--- config.mk ---
export PLATFORM = sky130hd
export DESIGN_NAME = tmr8_core
export DESIGN_NICKNAME = d
export VERILOG_FILES = /design/src/include/tmr8_pkg.sv /design/src/core/tmr8_core.sv
export SDC_FILE = /design/constraint.sdc
export NUM_CORES = 1
export LEC_CHECK = 0
export ABC_AREA = 1
export BUFFER_PORTS_ARGS = -buffer_cell sky130_fd_sc_hd__buf_2
export CAP_MARGIN = 5
export CORE_AREA = 2 2 106 108
export DETAILED_ROUTE_END_ITERATION = 12
export DIE_AREA = 0 0 108 110
export HOLD_SLACK_MARGIN = 0.06
export PLACE_DENSITY = 0.64
export SYNTH_ARGS = -nofsm -noshare
export SYNTH_HDL_FRONTEND = slang
export SYNTH_SLANG_ARGS = --single-unit
--- constraint.sdc ---
create_clock -name i_clock -period 4.1 [get_ports i_clock]
set_input_delay 0.41 -clock i_clock [delete_from_list [all_inputs] [get_ports i_clock]]
set_output_delay 0.41 -clock i_clock [all_outputs]
set_load 0.02 [all_outputs]
--- src/include/tmr8_pkg.sv ---
// Package for the 8-bit timer control-register slice: register map,
// field positions, reset values, waveform modes and prescale divider width.
// Assumes a plain address/strobe register port and one 10 MHz clock.
package tmr8_pkg;

  // Register indices on the plain register port (4-bit address)
  localparam logic [3:0] TMR8_ADDR_CTRL_A = 4'h0;
  localparam logic [3:0] TMR8_ADDR_CTRL_B = 4'h1;
  localparam logic [3:0] TMR8_ADDR_COUNT = 4'h2;
  localparam logic [3:0] TMR8_ADDR_CMP_A = 4'h3;
  localparam logic [3:0] TMR8_ADDR_CMP_B = 4'h4;
  localparam logic [3:0] TMR8_ADDR_FLAGS = 4'h5;
  localparam logic [3:0] TMR8_ADDR_PORT_DIR = 4'h6;

  // Field positions in control A
  localparam int TMR8_A_MODE_A_HI = 7;
  localparam int TMR8_A_MODE_A_LO = 6;
  localparam int TMR8_A_MODE_B_HI = 5;
  localparam int TMR8_A_MODE_B_LO = 4;
  localparam int TMR8_A_WAVE_HI = 1;
  localparam int TMR8_A_WAVE_LO = 0;
  localparam logic [7:0] TMR8_CTRL_A_RMASK = 8'hF3;

  // Field positions in control B
  localparam int TMR8_B_FORCE_A = 7;
  localparam int TMR8_B_FORCE_B = 6;
  localparam int TMR8_B_WAVE_HIGH = 3;
  localparam int TMR8_B_CLK_HI = 2;
  localparam int TMR8_B_CLK_LO = 0;

  // Flag bits: overflow, match A, match B
  localparam int TMR8_FLAG_OVF = 0;
  localparam int TMR8_FLAG_MATCH_A = 1;
  localparam int TMR8_FLAG_MATCH_B = 2;

  // Reset values
  localparam logic [7:0] TMR8_CTRL_RESET = 8'h00;
  localparam logic [7:0] TMR8_DATA_RESET = 8'h00;

  // Counter limits
  localparam logic [7:0] TMR8_MAX = 8'hFF;
  localparam logic [7:0] TMR8_BOTTOM = 8'h00;

  // Waveform mode codes
  localparam logic [2:0] TMR8_WM_NORMAL = 3'h0;
  localparam logic [2:0] TMR8_WM_PC_FF = 3'h1;
  localparam logic [2:0] TMR8_WM_CTC = 3'h2;
  localparam logic [2:0] TMR8_WM_FAST_FF = 3'h3;
  localparam logic [2:0] TMR8_WM_PC_CMPA = 3'h5;
  localparam logic [2:0] TMR8_WM_FAST_CMPA = 3'h7;

  // Output-mode codes
  localparam logic [1:0] TMR8_OM_OFF = 2'h0;
  localparam logic [1:0] TMR8_OM_TOGGLE = 2'h1;
  localparam logic [1:0] TMR8_OM_CLEAR = 2'h2;
  localparam logic [1:0] TMR8_OM_SET = 2'h3;

  // Prescale divider width: longest division is 1024
  localparam int TMR8_PRE_W = 10;

  // Register access bundle
  typedef struct packed {
    logic [3:0] addr;
    logic [7:0] wdata;
    logic wr;
    logic rd;
  } tmr8_bus_t;

  // Compare outputs with their pin drive enables
  typedef struct packed {
    logic wave_a;
    logic en_a;
    logic wave_b;
    logic en_b;
  } tmr8_pins_t;

endpackage

--- src/core/tmr8_core.sv ---
// Control-register slice of an 8-bit timer/counter with two compare
// channels, a prescaler decode, waveform generation and its registers.
// Assumes synchronous bus inputs on i_clock; pins need the direction bits.
// Functional notes
// - nonzero B mode drives B pin if direction set
// - non-PWM B modes: off, toggle, clear, set
// - fast PWM B: clear/set on match, reverse at TOP
// - phase-correct B: up-match and down-match opposite actions
// - compare equals TOP: ignore match, act at TOP, except channel A in phase-correct mode 1, which acts on up and down match
// - unused control bits always read zero
// - mode high bit from B, low bits from A
// - decode six modes, four and six reserved
// - compare buffering point and overflow flag point
// - force bits act only in non-PWM modes
// - force write is one-cycle strobe, forces match
// - forced match sets no flag, no clear
// - force bits always read as zero
// - clock select stops, passes or divides clock
// - counter write suppresses next timer-clock match
// - compare A equality raises flag, drives wave
// - non-PWM A modes: off, toggle, clear, set
// - PWM A mode one toggles only with high bit
// - phase-correct counts up, holds TOP, counts down
//
// The implementer's own choices: the placing of the registers and strobed register access.
`timescale 1ns/10ps
`default_nettype none
module tmr8_core (
  input wire logic i_clock,
  input wire logic i_nrst,
  input wire tmr8_pkg::tmr8_bus_t i_bus,
  output logic [7:0] o_rdata,
  output tmr8_pkg::tmr8_pins_t o_pins
);
  import tmr8_pkg::*;

  logic [7:0] ctrl_a_reg;
  logic [3:0] ctrl_b_reg;
  logic [7:0] count_reg, count_next;
  logic [7:0] cmp_a_reg, cmp_b_reg;
  logic [7:0] cmp_a_buf_reg, cmp_b_buf_reg;
  logic [2:0] flags_reg;
  logic [1:0] dir_reg;
  logic down_reg;
  logic block_reg;
  logic wave_a_reg, wave_b_reg;
  logic [TMR8_PRE_W-1:0] pre_reg;
  logic [7:0] rdata_reg;
  logic [2:0] wave_mode;
  logic [1:0] mode_a, mode_b;
  logic is_pwm, is_fast, is_pc, top_is_a;
  logic [7:0] top_val;
  logic tick;
  logic wr_a, wr_b, wr_cnt, wr_ca, wr_cb, wr_fl, wr_dir;
  logic force_a, force_b;
  logic match_a, match_b, at_top, ovf_evt;

  // Register port decode
  assign wr_a = i_bus.wr && (i_bus.addr == TMR8_ADDR_CTRL_A);
  assign wr_b = i_bus.wr && (i_bus.addr == TMR8_ADDR_CTRL_B);
  assign wr_cnt = i_bus.wr && (i_bus.addr == TMR8_ADDR_COUNT);
  assign wr_ca = i_bus.wr && (i_bus.addr == TMR8_ADDR_CMP_A);
  assign wr_cb = i_bus.wr && (i_bus.addr == TMR8_ADDR_CMP_B);
  assign wr_fl = i_bus.wr && (i_bus.addr == TMR8_ADDR_FLAGS);
  assign wr_dir = i_bus.wr && (i_bus.addr == TMR8_ADDR_PORT_DIR);

  // Mode decode; 4 and 6 fall back to normal mode, compare outputs included
  assign wave_mode = {ctrl_b_reg[TMR8_B_WAVE_HIGH],
                      ctrl_a_reg[TMR8_A_WAVE_HI:TMR8_A_WAVE_LO]};
  assign mode_a = ctrl_a_reg[TMR8_A_MODE_A_HI:TMR8_A_MODE_A_LO];
  assign mode_b = ctrl_a_reg[TMR8_A_MODE_B_HI:TMR8_A_MODE_B_LO];
  assign is_fast = (wave_mode == TMR8_WM_FAST_FF) ||
                   (wave_mode == TMR8_WM_FAST_CMPA);
  assign is_pc = (wave_mode == TMR8_WM_PC_FF) ||
                 (wave_mode == TMR8_WM_PC_CMPA);
  assign is_pwm = is_fast || is_pc;
  assign top_is_a = (wave_mode == TMR8_WM_CTC) ||
                    (wave_mode == TMR8_WM_PC_CMPA) ||
                    (wave_mode == TMR8_WM_FAST_CMPA);
  // PWM modes compare against the buffered copy
  assign top_val = top_is_a ? (is_pwm ? cmp_a_buf_reg : cmp_a_reg)
                            : TMR8_MAX;

  // Timer clock enable from the prescale counter
  always_comb begin
    case (ctrl_b_reg[TMR8_B_CLK_HI:TMR8_B_CLK_LO])
      3'h0: tick = 1'b0;
      3'h1: tick = 1'b1;
      3'h2: tick = (pre_reg[2:0] == 3'h7);
      3'h3: tick = (pre_reg[4:0] == 5'h1F);
      3'h4: tick = (pre_reg[5:0] == 6'h3F);
      3'h5: tick = (pre_reg[6:0] == 7'h7F);
      3'h6: tick = (pre_reg[7:0] == 8'hFF);
      default: tick = (pre_reg == 10'h3FF);
    endcase
  end

  // Free-running prescaler; shared by all taps like a real prescaler
  always_ff @(posedge i_clock) begin
    if (!i_nrst) begin
      pre_reg <= '0;
    end else begin
      pre_reg <= pre_reg + 10'h001;
    end
  end

  // Force strobes exist only for the write cycle and non-PWM modes
  assign force_a = wr_b && i_bus.wdata[TMR8_B_FORCE_A] &&
                   !is_pwm;
  assign force_b = wr_b && i_bus.wdata[TMR8_B_FORCE_B] &&
                   !is_pwm;

  // Compare matches on a timer tick, unless a counter write blocks them
  assign match_a = tick && !block_reg && !wr_cnt &&
                   (count_reg ==
                    (is_pwm ? cmp_a_buf_reg : cmp_a_reg));
  assign match_b = tick && !block_reg && !wr_cnt &&
                   (count_reg == (is_pwm ? cmp_b_buf_reg : cmp_b_reg));
  assign at_top = tick && (count_reg == top_val);

  // Overflow point per mode
  always_comb begin
    if (is_pc) begin
      ovf_evt = tick && (count_reg == TMR8_BOTTOM) && down_reg;
    end else if (wave_mode == TMR8_WM_FAST_CMPA) begin
      ovf_evt = at_top;
    end else begin
      ovf_evt = tick && (count_reg == TMR8_MAX);
    end
  end

  // Counter sequencing
  always_comb begin
    count_next = count_reg;
    if (tick) begin
      if (is_pc) begin
        if (down_reg) begin
          count_next = count_reg - 8'h01;
        end else if (count_reg != top_val) begin
          count_next = count_reg + 8'h01;
        end
      end else if (wave_mode == TMR8_WM_CTC && match_a) begin
        count_next = TMR8_BOTTOM;
      end else if (count_reg == top_val) begin
        count_next = TMR8_BOTTOM;
      end else begin
        count_next = count_reg + 8'h01;
      end
    end
  end

  // Counter register; a software write wins over counting
  always_ff @(posedge i_clock) begin
    if (!i_nrst) begin
      count_reg <= TMR8_DATA_RESET;
    end else if (wr_cnt) begin
      count_reg <= i_bus.wdata;
    end else begin
      count_reg <= count_next;
    end
  end

  // Direction: turn at TOP after holding it one tick, and at BOTTOM
  always_ff @(posedge i_clock) begin
    if (!i_nrst) begin
      down_reg <= 1'b0;
    end else if (!is_pc) begin
      down_reg <= 1'b0;
    end else if (tick && !down_reg && count_reg == top_val) begin
      down_reg <= 1'b1;
    end else if (tick && down_reg && count_next == TMR8_BOTTOM) begin
      down_reg <= 1'b0;
    end
  end

  // Match blocking lasts until the next timer tick after a count write
  always_ff @(posedge i_clock) begin
    if (!i_nrst) begin
      block_reg <= 1'b0;
    end else if (wr_cnt) begin
      block_reg <= 1'b1;
    end else if (tick) begin
      block_reg <= 1'b0;
    end
  end

  // Control and data registers
  always_ff @(posedge i_clock) begin
    if (!i_nrst) begin
      ctrl_a_reg <= TMR8_CTRL_RESET;
      ctrl_b_reg <= TMR8_CTRL_RESET[3:0];
      cmp_a_reg <= TMR8_DATA_RESET;
      cmp_b_reg <= TMR8_DATA_RESET;
      dir_reg <= 2'h0;
    end else begin
      if (wr_a) begin
        ctrl_a_reg <= i_bus.wdata & TMR8_CTRL_A_RMASK;
      end
      if (wr_b) begin
        ctrl_b_reg <= i_bus.wdata[3:0];
      end
      if (wr_ca) begin
        cmp_a_reg <= i_bus.wdata;
      end
      if (wr_cb) begin
        cmp_b_reg <= i_bus.wdata;
      end
      if (wr_dir) begin
        dir_reg <= i_bus.wdata[1:0];
      end
    end
  end

  // Active compare copies: immediate outside PWM, latched at TOP in PWM
  always_ff @(posedge i_clock) begin
    if (!i_nrst) begin
      cmp_a_buf_reg <= TMR8_DATA_RESET;
      cmp_b_buf_reg <= TMR8_DATA_RESET;
    end else if (!is_pwm || at_top) begin
      cmp_a_buf_reg <= cmp_a_reg;
      cmp_b_buf_reg <= cmp_b_reg;
    end
  end

  // Sticky flags; write one clears, a same-cycle event wins
  always_ff @(posedge i_clock) begin
    if (!i_nrst) begin
      flags_reg <= 3'h0;
    end else begin
      flags_reg <= (flags_reg & ~(wr_fl ? i_bus.wdata[2:0] : 3'h0)) |
                   {match_b, match_a, ovf_evt};
    end
  end

  // Channel A waveform
  always_ff @(posedge i_clock) begin
    if (!i_nrst) begin
      wave_a_reg <= 1'b0;
    end else if (!is_pwm) begin
      if (match_a || force_a) begin
        case (mode_a)
          TMR8_OM_TOGGLE: wave_a_reg <= !wave_a_reg;
          TMR8_OM_CLEAR: wave_a_reg <= 1'b0;
          TMR8_OM_SET: wave_a_reg <= 1'b1;
          default: wave_a_reg <= wave_a_reg;
        endcase
      end
    end else if (mode_a == TMR8_OM_TOGGLE) begin
      if (match_a && wave_mode[2]) begin
        wave_a_reg <= !wave_a_reg;
      end
    end else if (mode_a[1]) begin
      if (top_is_a && at_top) begin
        // Compare equals TOP: match ignored, TOP action only
        // Fast: the TOP action; dual slope: the down-match level
        wave_a_reg <= !mode_a[0];
      end else if (is_fast && at_top) begin
        wave_a_reg <= !mode_a[0];
      end else if (match_a) begin
        wave_a_reg <= down_reg ? !mode_a[0] : mode_a[0];
      end
    end
  end

  // Channel B waveform
  always_ff @(posedge i_clock) begin
    if (!i_nrst) begin
      wave_b_reg <= 1'b0;
    end else if (!is_pwm) begin
      if (match_b || force_b) begin
        case (mode_b)
          TMR8_OM_TOGGLE: wave_b_reg <= !wave_b_reg;
          TMR8_OM_CLEAR: wave_b_reg <= 1'b0;
          TMR8_OM_SET: wave_b_reg <= 1'b1;
          default: wave_b_reg <= wave_b_reg;
        endcase
      end
    end else if (mode_b[1]) begin
      if (cmp_b_buf_reg == top_val && at_top) begin
        wave_b_reg <= !mode_b[0];
      end else if (is_fast && at_top) begin
        wave_b_reg <= !mode_b[0];
      end else if (is_fast && match_b) begin
        wave_b_reg <= mode_b[0];
      end else if (match_b) begin
        wave_b_reg <= down_reg ? !mode_b[0] : mode_b[0];
      end
    end
  end

  // Read data, valid the cycle after the read strobe
  always_ff @(posedge i_clock) begin
    if (!i_nrst) begin
      rdata_reg <= 8'h00;
    end else if (i_bus.rd) begin
      case (i_bus.addr)
        TMR8_ADDR_CTRL_A: rdata_reg <= ctrl_a_reg & TMR8_CTRL_A_RMASK;
        TMR8_ADDR_CTRL_B: rdata_reg <= {4'h0, ctrl_b_reg};
        TMR8_ADDR_COUNT: rdata_reg <= count_reg;
        TMR8_ADDR_CMP_A: rdata_reg <= cmp_a_reg;
        TMR8_ADDR_CMP_B: rdata_reg <= cmp_b_reg;
        TMR8_ADDR_FLAGS: rdata_reg <= {5'h00, flags_reg};
        TMR8_ADDR_PORT_DIR: rdata_reg <= {6'h00, dir_reg};
        default: rdata_reg <= 8'h00;
      endcase
    end
  end

  assign o_rdata = rdata_reg;

  // Pin drive: fast PWM/PC reserved code 1 on A leaves pin on port unless the mode high bit is set
  assign o_pins.wave_a = wave_a_reg;
  assign o_pins.wave_b = wave_b_reg;
  assign o_pins.en_a = dir_reg[0] && (mode_a != TMR8_OM_OFF) &&
                       !(is_pwm && mode_a == TMR8_OM_TOGGLE &&
                         !wave_mode[2]);
  assign o_pins.en_b = dir_reg[1] && (mode_b != TMR8_OM_OFF);

endmodule
`default_nettype wire

### Word level (Yosys, flattened, before mapping)

Index checks and enable logic that the tools add are counted.

| storage, ports and cells | value |
|---|---|
| input bits | 16 |
| memory bits (read-only) | 0 |
| logic and storage cells | 166 |
| bits in writable memories | 0 |
| flip-flop bits (word level) | 77 |
| bits in latches | 0 |
| memories | 0 |

| operators by class | value |
|---|---|
| bitwise gates (word level) | 3 |
| multiplexer cells | 38 |
| order comparisons | 0 |
| shift operators | 0 |
| equality and inequality tests | 40 |
| $mul | 0 |
| div/mod/pow operators | 0 |
| $add $sub $neg | 3 |
| reductions and logical operators | 67 |

Operator list:

| cell | count |
|---|---|
| $mux 8 | 10 |
| $pmux 8 s7 | 1 |
| $logic_and 1x1->1 | 34 |
| $eq 8x8->1 | 4 |
| $mux 1 | 23 |
| $eq 3x3->1 const B | 6 |
| $eq 8x8->1 const B | 2 |
| $logic_not 8->1 | 2 |
| $eq 3x2->1 const B | 4 |
| $eq 4x3->1 const B | 3 |
| $reduce_bool 2->1 | 6 |
| $add 10x1->10 const B | 1 |
| $eq 10x10->1 const B | 1 |
| $logic_not 1->1 | 10 |
| $ne 5x1->1 const B | 2 |
| $add 8x1->8 const B | 1 |
| $eq 2x2->1 const B | 4 |
| $eq 4x2->1 const B | 2 |
| $logic_or 1x1->1 | 8 |
| $ne 8x8->1 | 1 |
| $reduce_bool 4->1 | 2 |
| $sub 8x1->8 const B | 1 |
| $eq 7x7->1 const B | 1 |
| $pmux 1 s7 | 1 |
| 17 further kinds | 21 |

### Logic depth before layout (Yosys ltp)

Gate-level depths: netlist of run 1.

| depth | value |
|---|---|
| depth after elaboration | 14 |
| gate-level depth with buffers | 21 |
| depth with buffers taken out | 19 |

### Least setup slack after synthesis of run 1

Ideal clock, no wire load.

| timing path | value |
|---|---|
| path type | register to register |
| from | reg ctrl_a_reg[0] |
| to | reg down_reg |
| buffers on the path | 2 |
| setup slack | 1.853 ns |
| data arrival time | 2.126 ns |
| setup time | 0.120 ns |
| stages on the path, launching flop included | 18 |
| period minus slack after synthesis | 2.247 ns |
| cell sequence | dfxtp_1 > inv_2 > buf_6 > o21ai_2 > nand2_1 > nand2_1 > nand3_4 > nor2_8 > nand2_4 > buf_6 > ha_1 > a21oi_1 > nor2_1 > nand2_1 > nor2_1 > nand2_1 > nor2_1 > a21oi_1 |

| between the ends | value |
|---|---|
| longest elaborated chain between the ends | 13 |

Ends and longest elaborated chain:

| what | RTL line | RTL |
|---|---|---|
| start, declared | tmr8_core.sv:37 | `logic [7:0] ctrl_a_reg;` |
| start signal, assigned | tmr8_core.sv:197 | `ctrl_a_reg <= i_bus.wdata & TMR8_CTRL_A_RMASK;` |
| $eq 3x2->1 (tied with other cells) | tmr8_core.sv:72 | `assign is_fast = (wave_mode == TMR8_WM_FAST_FF) \|\|` |
| $logic_or 1x1->1, on equally long branches | tmr8_core.sv:72, tmr8_core.sv:74 |  |
| $logic_or 1x1->1 | tmr8_core.sv:76 | `assign is_pwm = is_fast \|\| is_pc;` |
| $mux 8 | tmr8_core.sv:81, tmr8_core.sv:116 |  |
| $mux 8 or $eq 8x8->1 (tied branches) | tmr8_core.sv:81, tmr8_core.sv:115 |  |
| $eq 8x8->1 (tied with other cells) | tmr8_core.sv:144, tmr8_core.sv:169 |  |
| $mux 8 (tied with other cells) | tmr8_core.sv:144 | `end else if (count_reg == top_val) begin` |
| $mux 8, on equally long branches | tmr8_core.sv:142, tmr8_core.sv:137 |  |
| $mux 8 | tmr8_core.sv:136 | `if (is_pc) begin` |
| $mux 8 | tmr8_core.sv:135 | `if (tick) begin` |
| $logic_not 8->1 | tmr8_core.sv:171 | `end else if (tick && down_reg && count_next == TMR8_BOTTOM) begin` |
| $logic_and 1x1->1 | tmr8_core.sv:171 |  |
| $reduce_bool 2->1 (no source line) | n/a |  |
| end signal, assigned | tmr8_core.sv:168 | `down_reg <= 1'b0;` |
| end signal, assigned | tmr8_core.sv:170 | `down_reg <= 1'b1;` |
| end signal, assigned | tmr8_core.sv:172 | `down_reg <= 1'b0;` |
| end, declared | tmr8_core.sv:44 | `logic down_reg;` |

Parallel ways exist; a longest one is shown, timed or not.
A chain may end at the register's enable or synchronous reset.

### Worst setup path in the final report of run 1

| timing path | value |
|---|---|
| from | reg ctrl_a_reg[0] |
| to | reg cmp_a_buf_reg[1] |

| between the ends | value |
|---|---|
| longest elaborated chain between the ends | 8 |

Ends and longest elaborated chain:

| what | RTL line | RTL |
|---|---|---|
| $eq 3x2->1 (tied with other cells) | tmr8_core.sv:72 |  |
| $logic_or 1x1->1, on equally long branches | tmr8_core.sv:72, tmr8_core.sv:74 |  |
| $logic_or 1x1->1 | tmr8_core.sv:76 |  |
| $mux 8 (2 in a row) | tmr8_core.sv:81 | `assign top_val = top_is_a ? (is_pwm ? cmp_a_buf_reg : cmp_a_reg)` |
| $eq 8x8->1 | tmr8_core.sv:119 | `assign at_top = tick && (count_reg == top_val);` |
| $logic_and 1x1->1 | tmr8_core.sv:119 |  |
| $logic_or 1x1->1 (*) | tmr8_core.sv:219 | `end else if (!is_pwm \|\| at_top) begin` |
| end signal, assigned | tmr8_core.sv:220 | `cmp_a_buf_reg <= cmp_a_reg;` |
| end, declared | tmr8_core.sv:41 | `logic [7:0] cmp_a_buf_reg, cmp_b_buf_reg;` |

Every way passes the cells marked *; elsewhere a longest branch is shown, timed or not.

==> run summary, run 1 <==
synth unique cells -> 44
Mapped Area -> 4770 µm²
Setup Viol. Count Final -> 0
critical path arrival -> 3.04 ns
number of global-route vias before repair -> 4474
I/O Pins -> 28
Hold Crit Class -> input pin to register
DR pass1 iterations -> 5
Power, Total -> 0.00156 W
IO Port Bufs -> 27
Startpoint Class -> register
most frequent cells in the layout -> 149 x nand2_1, 77 x dfxtp_1, 74 x a21oi_1, 74 x o21ai_0, 71 x inv_1
layout cells sized above 1 -> 10.1%
Setup CP Type -> register to register
CORE AREA -> 10700 µm²
Final #Nets -> 746
power per standard cell area -> 305 nW/µm²
CTS tree -> done
H-tree depth -> 3
Critical Path Fanout Max -> 29
antenna violations before repair -> 0
first-pass GRT wire length -> 23.1 mm
Via density -> 5.54
Post-Layout Inst Area -> 5110 µm²
Die Width -> 108 µm
peak supply drop -> 0.272 mV
TritonCTS Sinks -> 77
YS warnings -> 0
Synth Area in Adders -> 2.36%
total global routing overflow -> 0
Min-Delay Path Depth -> 3
Synth async-reset ratio -> 0%
Reg clk slew, reported paths -> 0.08 ns
Final ANT Viol Nets -> 0
max FFs per register -> 10
DP HPWL -> 10.7 mm
CTS buffer count -> 9
# rows -> 38
Final Hold Slack -> 0.391 ns
diodes inserted -> 0
Iter 0 DRT Violations -> 373
FF-to-FF setup slack -> 1.33 ns
largest net degree at the start of global routing -> 54
final wirelength -> 14.3 mm
placed cells -> 850
R2R cell count -> 15
Finished Layout Cells -> 865
# DRC -> 0
Global Route Usage Sum -> 25.5%
RSZ-0062 raised after global routing -> false
Placer Congestion -> 0.940
Syn Inst Count -> 715
initial core utilization -> 44.6%
final setup TNS -> 0 ns
Via Count -> 4789
Final Hold Vio Count -> 0
Setup Skew -> 0.00546 ns
Worst slew margin -> 36.9%
Max Cap Violations -> 0
RR Endpoint -> cmp_a_buf_reg[1]
Post-synth EDFFs -> 0
die area -> 11900 µm²
run status -> finished, final reports clean
CTS resizes -> 0
synthesis-to-layout area growth -> 7.05%
Hold-fix buffers, CTS -> 0
Synth Area in Simple Gates -> 27.9%
Setup Fix Bufs, Post-CTS -> 0
FF+latch count, synth -> 77
post-synthesis compound-gate area fraction -> 22.9%
final worst-path cycle share -> 67.7%
Worst Setup End Kind -> register
Die H -> 110 µm
main combinational cell family by area after synthesis -> simple AND/OR/NAND/NOR gates
Post-Syn Nets -> 740
placed instance area -> 4910 µm²
r2r startpoint -> ctrl_a_reg[0]
most common cell after layout, fill and taps aside -> nand2_1
leak pwr -> 2.20 nW
clk root buf -> clkbuf_8
Worst-Skew Late Latency -> 0.36 ns
Post-synth top flop -> dfxtp_1
Hold Path Origin -> i_bus[1]
Critical Path RT -> 4.37 ns
proportion of synthesized area in mux cells -> 0%
XOR/XNOR share of the synthesized area -> 4.56%
clk buf depth -> 2
FMAX -> 360 MHz
Seq/Total Area, Yosys -> 32.3%
Hold Crit Endpoint -> cmp_a_reg[0]
Final min period -> 2.77 ns
worst slew pin tran -> 0.945 ns
max-slew violations -> 0
Mean Syn Cell Area -> 6.68 µm²
wire per inst -> 16.6 µm
[cell usage after synthesis (all sizes together), types with 4 or more instances]
| cell | number | area [µm²] |
|---|---|---|
| a211oi | 8 | 85.1 |
| xor2 | 23 | 209 |
| a21oi | 75 | 379 |
| inv | 76 | 285 |
| o22ai | 17 | 106 |
| nor3 | 7 | 40.0 |
| nor2 | 62 | 292 |
| dfxtp | 77 | 1540 |
| clkbuf | 18 | 67.6 |
| o21ai | 86 | 438 |
| nand2 | 156 | 613 |
| nand3 | 62 | 328 |
| and2 | 4 | 25.0 |
| buf | 16 | 119 |
| ha | 9 | 113 |
[layer usage]
layer	vias up	global-route usage [%]	share of wire, %	wire length [µm]
met3	30	5.82	6.5	932
met1	2201	33.4	45	6500
met4	0	9.43	2.8	400
li1	2384	-	-	-
met2	174	41.1	45	6480
met5	-	0	0	0
[worst max-delay path: stages, from the launching register on]
cell	delay, ns
dfxtp_1	0.32
inv_2	0.33
nand3_2	0.20
nand2_4	0.20
nand2_1	0.13
nand2_1	0.07
nand2_1	0.05
inv_1	0.06
nand2_2	0.08
nor2_8	0.16
nand2_4	0.16
nor2_8	0.18
nor2_4	0.06
inv_2	0.39
nor2_1	0.07
a211oi_1	0.18
[per-stage QoR]
step | setup WS [ns] | util (%)
final | 1.33 | 47.8
after global routing | 1.02 | 47.8
after CTS | 1.30 | 47.8
after detailed placement | 1.33 | 45.9
after global placement | 1.36 | 45.9
after floorplan | 1.85 | -
[worst max path at each step]
stage | startpoint | endpoint | slack (ns) | depth (start not counted)
finish | ctrl_a_reg[0] | cmp_a_buf_reg[1] | 1.33 | 15
global route | pre_reg[0] | down_reg | 1.02 | 14
CTS | ctrl_a_reg[0] | cmp_a_buf_reg[1] | 1.30 | 15
detailed placement | ctrl_a_reg[0] | cmp_a_buf_reg[1] | 1.33 | 15
global placement | ctrl_a_reg[0] | down_reg | 1.36 | 18
floorplan | ctrl_a_reg[0] | down_reg | 1.85 | 17
[report_power, final]
part | switching (W) | total [W] | internal [W]
clock network | 0.000289 | 0.000585 | 0.000296
registers | 0.0000197 | 0.000784 | 0.000764
logic | 0.000130 | 0.000188 | 0.0000573
[cell type report]
type	instances	area, µm²
clock buffers	10	138
clock inverters	5	60.1
fillers	1125	5590
inverters	78	293
multi-input cells	526	2750
flip-flops and latches	77	1540
well taps	140	175
repair buffers	29	150
[cell families (layout without fill, tap and decap cells)]
logic type / after synthesis / in the layout
AND/OR/NAND/NOR: 296 / 296
AO/OA/AOI/OAI: 197 / 197
buffers and inverters: 112 / 122
flip-flops: 77 / 77
XOR/XNOR: 24 / 24
adder cells (fa/ha/maj): 9 / 9
(Power assumes the default switching activity.)
==> inputs of run 2 (changes only) <==
==> constraint.sdc (replaced) <==
create_clock -name i_clock -period 2.6 [get_ports i_clock]
set_input_delay 0.26 -clock i_clock [delete_from_list [all_inputs] [get_ports i_clock]]
set_output_delay 0.26 -clock i_clock [all_outputs]
set_load 0.02 [all_outputs]
==> run summary, run 2 (synthesis results as in run 1) <==
run status -> finished, final reports clean
dominant cell type by count on the critical path -> nand2_1
power per standard cell area -> 465 nW/µm²
Fill cells -> 1100
I/O Pins -> 28
Startpoint Class -> register
Final ANT Viol Nets -> 0
Placer Congestion -> 0.956
final wirelength -> 15.0 mm
Iter 0 DRT Violations -> 352
Hold Crit Class -> input pin to register
Max stage delay on crit path -> 0.38 ns
final worst-path cycle share -> 91.2%
peak supply drop -> 0.351 mV
Setup CP Type -> register to register
largest net degree at the start of global routing -> 54
leak pwr -> 2.32 nW
synthesis-to-layout area growth -> 11.3%
CP bufs+invs -> 1
most common cell after layout, fill and taps aside -> nand2_1
H-tree depth -> 3
Setup Viol. Count Final -> 0
Final #Nets -> 770
placed instance area -> 5080 µm²
Worst slew margin -> 35.4%
Die H -> 110 µm
Finished Core Util -> 49.7%
CP Cell Sequence -> buf_6 > nand2_1 > nand2_1 > nor2_1 > nand2_1 > nand2_1 > nor2_2 > nand2_2 > nor2_8 > nand2_4 > ha_1 > a21oi_1 > nor2_1 > nand2_1 > nor2_1 > nand2_1 > nor2_1 > a21oi_1
delay-heaviest family, CP -> simple AND/OR/NAND/NOR gates
Critical Path Fanout Max -> 23
Max Cap Violations -> 0
diodes inserted -> 0
Final min period -> 2.37 ns
critical path arrival -> 2.63 ns
FMAX -> 422 MHz
number of global-route vias before repair -> 4674
Worst-Skew Late Latency -> 0.37 ns
max-slew violations -> 0
die area -> 11900 µm²
antenna violations before repair -> 0
CP max-delay cell -> dfxtp_2
Post-Layout Inst Area -> 5320 µm²
most frequent cells in the layout -> 148 x nand2_1, 76 x dfxtp_1, 74 x a21oi_1
CTS buffer count -> 9
initial core utilization -> 44.6%
clk root buf -> clkbuf_8
# DRC -> 0
DP HPWL -> 11.4 mm
final setup TNS -> 0 ns
clk buf depth -> 2
first-pass GRT wire length -> 23.9 mm
Die Width -> 108 µm
Global Route Usage Sum -> 26.5%
worst slew pin tran -> 0.968 ns
Worst Setup End Kind -> register
Hold-fix buffers, CTS -> 0
wire per inst -> 16.8 µm
CTS tree -> done
Multi-input gate area -> 2780 µm²
Via density -> 5.48
CORE AREA -> 10700 µm²
# rows -> 38
total global routing overflow -> 0
IO Port Bufs -> 27
max FFs per register -> 10
TritonCTS Sinks -> 77
Reg clk slew, reported paths -> 0.08 ns
FF/Latch Area -> 1540 µm²
Setup Skew -> 0.0139 ns
Via Count -> 4879
DR pass1 iterations -> 5
layout cells sized above 1 -> 13.9%
Final Hold Vio Count -> 0
FF-to-FF setup slack -> 0.23 ns
Critical Path RT -> 2.86 ns
[run 2: changes by cell type in the layout (fill, tap and decap cells not counted), sizes merged]
cell      change
buf          +23
clkbuf        -1
clkinv        -1
clkinvlp      +2
inv           +1
nand2         +1
[run 2: area by class of cell]
cell class	instances	area share [%]
clock buffer	9	2.33
clock inverter	7	1.37
inverter	78	5.63
multi-input combinational	527	52.2
sequential	77	29.0
tap	140	3.30
timing repair buffer	52	6.14
[run 2: power breakdown]
part           internal [W]  switching (W)
clock              0.000446       0.000473
sequential          0.00121      0.0000268
combinational      0.000104       0.000216
total               0.00176       0.000716
[run 2: what timing repair did]
item,in CTS,in global routing
setup endpoints to repair,0,5
setup buffers,0,1
gates resized for setup,0,9
[run 2: tightest hold or removal path: stages]
cell and delay [ns]:
buf_2 0.15, o41ai_1 0.08, a21oi_1 0.06
[run 2: worst paths after layout]
| kind | from | endpoint | depth (start not counted) |
|---|---|---|---|
| max | ctrl_a_reg[0] | down_reg | 18 |
| min | i_bus[0] | o_rdata[0] | 3 |
| max reg2reg | ctrl_a_reg[0] | down_reg | 18 |
| min reg2reg | pre_reg[0] | pre_reg[0] | 1 |
[run 2: metal layers]
| metal | vias to the layer above | GRT usage (%) | share of wire [%] |
|---|---|---|---|
| met4 | 0 | 10.9 | 3.2 |
| li1 | 2439 | - | - |
| met1 | 2219 | 35.3 | 45 |
| met2 | 188 | 42.3 | 45 |
| met5 | - | 0 | 0 |
| met3 | 33 | 5.17 | 6.8 |
[run 2: through the flow]
| step | setup slack, ns | total power (W) | hold WS (ns) | cells |
|---|---|---|---|---|
| global route | -0.00171 | 0.00257 | 0.240 | 890 |
| detailed placement | 0.0847 | 0.00157 | 0.438 | 872 |
| CTS | 0.0714 | 0.00248 | 0.226 | 888 |
| finish | 0.228 | 0.00247 | 0.238 | 890 |
| global placement | 0.121 | 0.00156 | 0.428 | 872 |
| floorplan | 0.353 | 0.00146 | 0.402 | 715 |
==> inputs of run 3 (changes only) <==
==> constraint.sdc (replaced) <==
create_clock -name i_clock -period 2.5 [get_ports i_clock]
set_input_delay 0.25 -clock i_clock [delete_from_list [all_inputs] [get_ports i_clock]]
set_output_delay 0.25 -clock i_clock [all_outputs]
set_load 0.02 [all_outputs]
==> run summary, run 3 (synthesis results as in run 1) <==
peak supply drop -> 0.459 mV
leak pwr -> 2.37 nW
clk buf depth -> 2
DR pass1 iterations -> 6
placed instance area -> 5110 µm²
max FFs per register -> 10
Critical Path Fanout Max -> 23
antenna violations before repair -> 0
Max Cap Violations -> 0
Finished Layout Cells -> 895
diodes inserted -> 0
max-slew violations -> 0
WL met3 -> 813 µm
Global Route Usage Sum -> 26.5%
most common cell after layout, fill and taps aside -> nand2_1
largest net degree at the start of global routing -> 54
Die Width -> 108 µm
Met1 Wirelength -> 6.93 mm
Via density -> 5.53
Worst Setup End Kind -> register
Placer Congestion -> 0.945
clk root buf -> clkbuf_8
wire per inst -> 17.0 µm
Worst-Skew Late Latency -> 0.36 ns
Final Hold Slack -> 0.224 ns
# DRC -> 0
Hold Crit Class -> input pin to register
IO Port Bufs -> 27
I/O Pins -> 28
Final Hold Vio Count -> 0
Worst slew margin -> 33.6%
Post-Layout Inst Area -> 5400 µm²
Seq pwr share -> 49.1%
combinational power share -> 12.8%
DP HPWL -> 11.3 mm
Startpoint Class -> register
total global routing overflow -> 0
most frequent cells in the layout -> 149 x nand2_1, 76 x dfxtp_1, 74 x a21oi_1
synthesis-to-layout area growth -> 13.2%
worst slew pin tran -> 0.994 ns
Die H -> 110 µm
Sw Share -> 28.8%
Setup Skew -> 0.0106 ns
Max stage delay on crit path -> 0.39 ns
CP Cell Sequence -> buf_6 > nand2_1 > nand2_1 > nor2_1 > nand2_1 > nand2_1 > nor2_2 > nand2_2 > nor2_8 > nand2_4 > buf_4 > nor2_8 > nand2_2 > a21oi_1 > o21ai_1 > nand2_1 > nand2_1 > a21oi_1
Critical Path RT -> 2.79 ns
Hold-fix buffers, CTS -> 0
final wirelength -> 15.2 mm
H-tree depth -> 3
dominant cell type by count on the critical path -> nand2_1
Final ANT Viol Nets -> 0
Switch Pwr -> 0.000752 W
TritonCTS Sinks -> 77
Power Internal -> 0.00186 W
FMAX -> 423 MHz
die area -> 11900 µm²
# rows -> 38
run status -> finished, final reports clean
first-pass GRT wire length -> 24.2 mm
Clk pwr share -> 38.1%
CORE AREA -> 10700 µm²
Via Count -> 4952
Final min period -> 2.36 ns
CP max-delay cell -> dfxtp_2
Setup Viol. Count Final -> 0
Reg clk slew, reported paths -> 0.08 ns
layout cells sized above 1 -> 14.2%
Setup CP Type -> register to register
DR top layer -> met4
power per standard cell area -> 483 nW/µm²
critical path arrival -> 2.65 ns
Iter 0 DRT Violations -> 440
final worst-path cycle share -> 94.5%
Power, Total -> 0.00261 W
CTS tree -> done
CTS buffer count -> 9
Final #Nets -> 775
initial core utilization -> 44.6%
met2 wire len -> 6.98 mm
placed cells -> 875
number of global-route vias before repair -> 4712
## run 3: cell count changes in the layout (fill, tap and decap cells not counted), sizes merged
cell	delta
clkinvlp	-1
clkbuf	+1
inv	-2
clkinv	+2
nand2	-1
buf	+6
## run 3: path summary, 6_finish.rpt
kind	slack (ns)	from	depth (start not counted)	end
max	0.14	ctrl_a_reg[0]	18	wave_a_reg
min reg2reg	0.47	pre_reg[0]	1	pre_reg[0]
max reg2reg	0.14	ctrl_a_reg[0]	18	wave_a_reg
min	0.22	i_bus[1]	3	cmp_a_reg[0]
## run 3: worst max-delay path, delay by kind of cell (launching register included)
family | cells | cell delay, ns
AO/OA/AOI/OAI | 3 | 0.36
buffers and inverters | 2 | 0.35
flip-flops | 1 | 0.39
AND/OR/NAND/NOR | 13 | 1.17
## run 3: per-layer routing
| layer | up-vias | global-route usage, % |
|---|---|---|
| met5 | - | 0 |
| met4 | 0 | 10.9 |
| met3 | 36 | 3.76 |
| met2 | 165 | 42.9 |
| met1 | 2302 | 35.7 |
| li1 | 2449 | - |
## run 3: power by group through the flow
stage | Sequential (W) | Combinational (W) | Clock [W]
floorplan | 0.00130 | 0.000222 | 0
global placement | 0.00131 | 0.000318 | 0
detailed placement | 0.00131 | 0.000320 | 0
CTS | 0.00128 | 0.000325 | 0.00101
global route | 0.00129 | 0.000373 | 0.00106
finish | 0.00128 | 0.000334 | 0.000995
## run 3: timing repair
| item | in CTS | in global routing |
|---|---|---|
| setup endpoints to repair | 2 | 20 |
| buffers inserted | 0 | 4 |
| gates resized for setup | 3 | 9 |
| pin swaps | 0 | 1 |
## run 3: final cells by class
type	count	area, µm²
clock buffer	10	138
tap	140	175
multi-input combinational	526	2780
inverter	78	298
sequential	77	1540
clock inverter	6	71.3
fill	1114	5300
timing repair buffer	58	397
## run 3: metrics by stage
| stage | util, % | setup slack [ns] | setup TNS (ns) |
|---|---|---|---|
| after floorplan | - | 0.253 | 0 |
| after global placement | 47.8 | 0.0423 | 0 |
| after detailed placement | 47.8 | -0.0265 | -0.0265 |
| after CTS | 49.9 | 0.0746 | 0 |
| after global routing | 50.5 | -0.0491 | -0.171 |
| final | 50.5 | 0.137 | 0 |
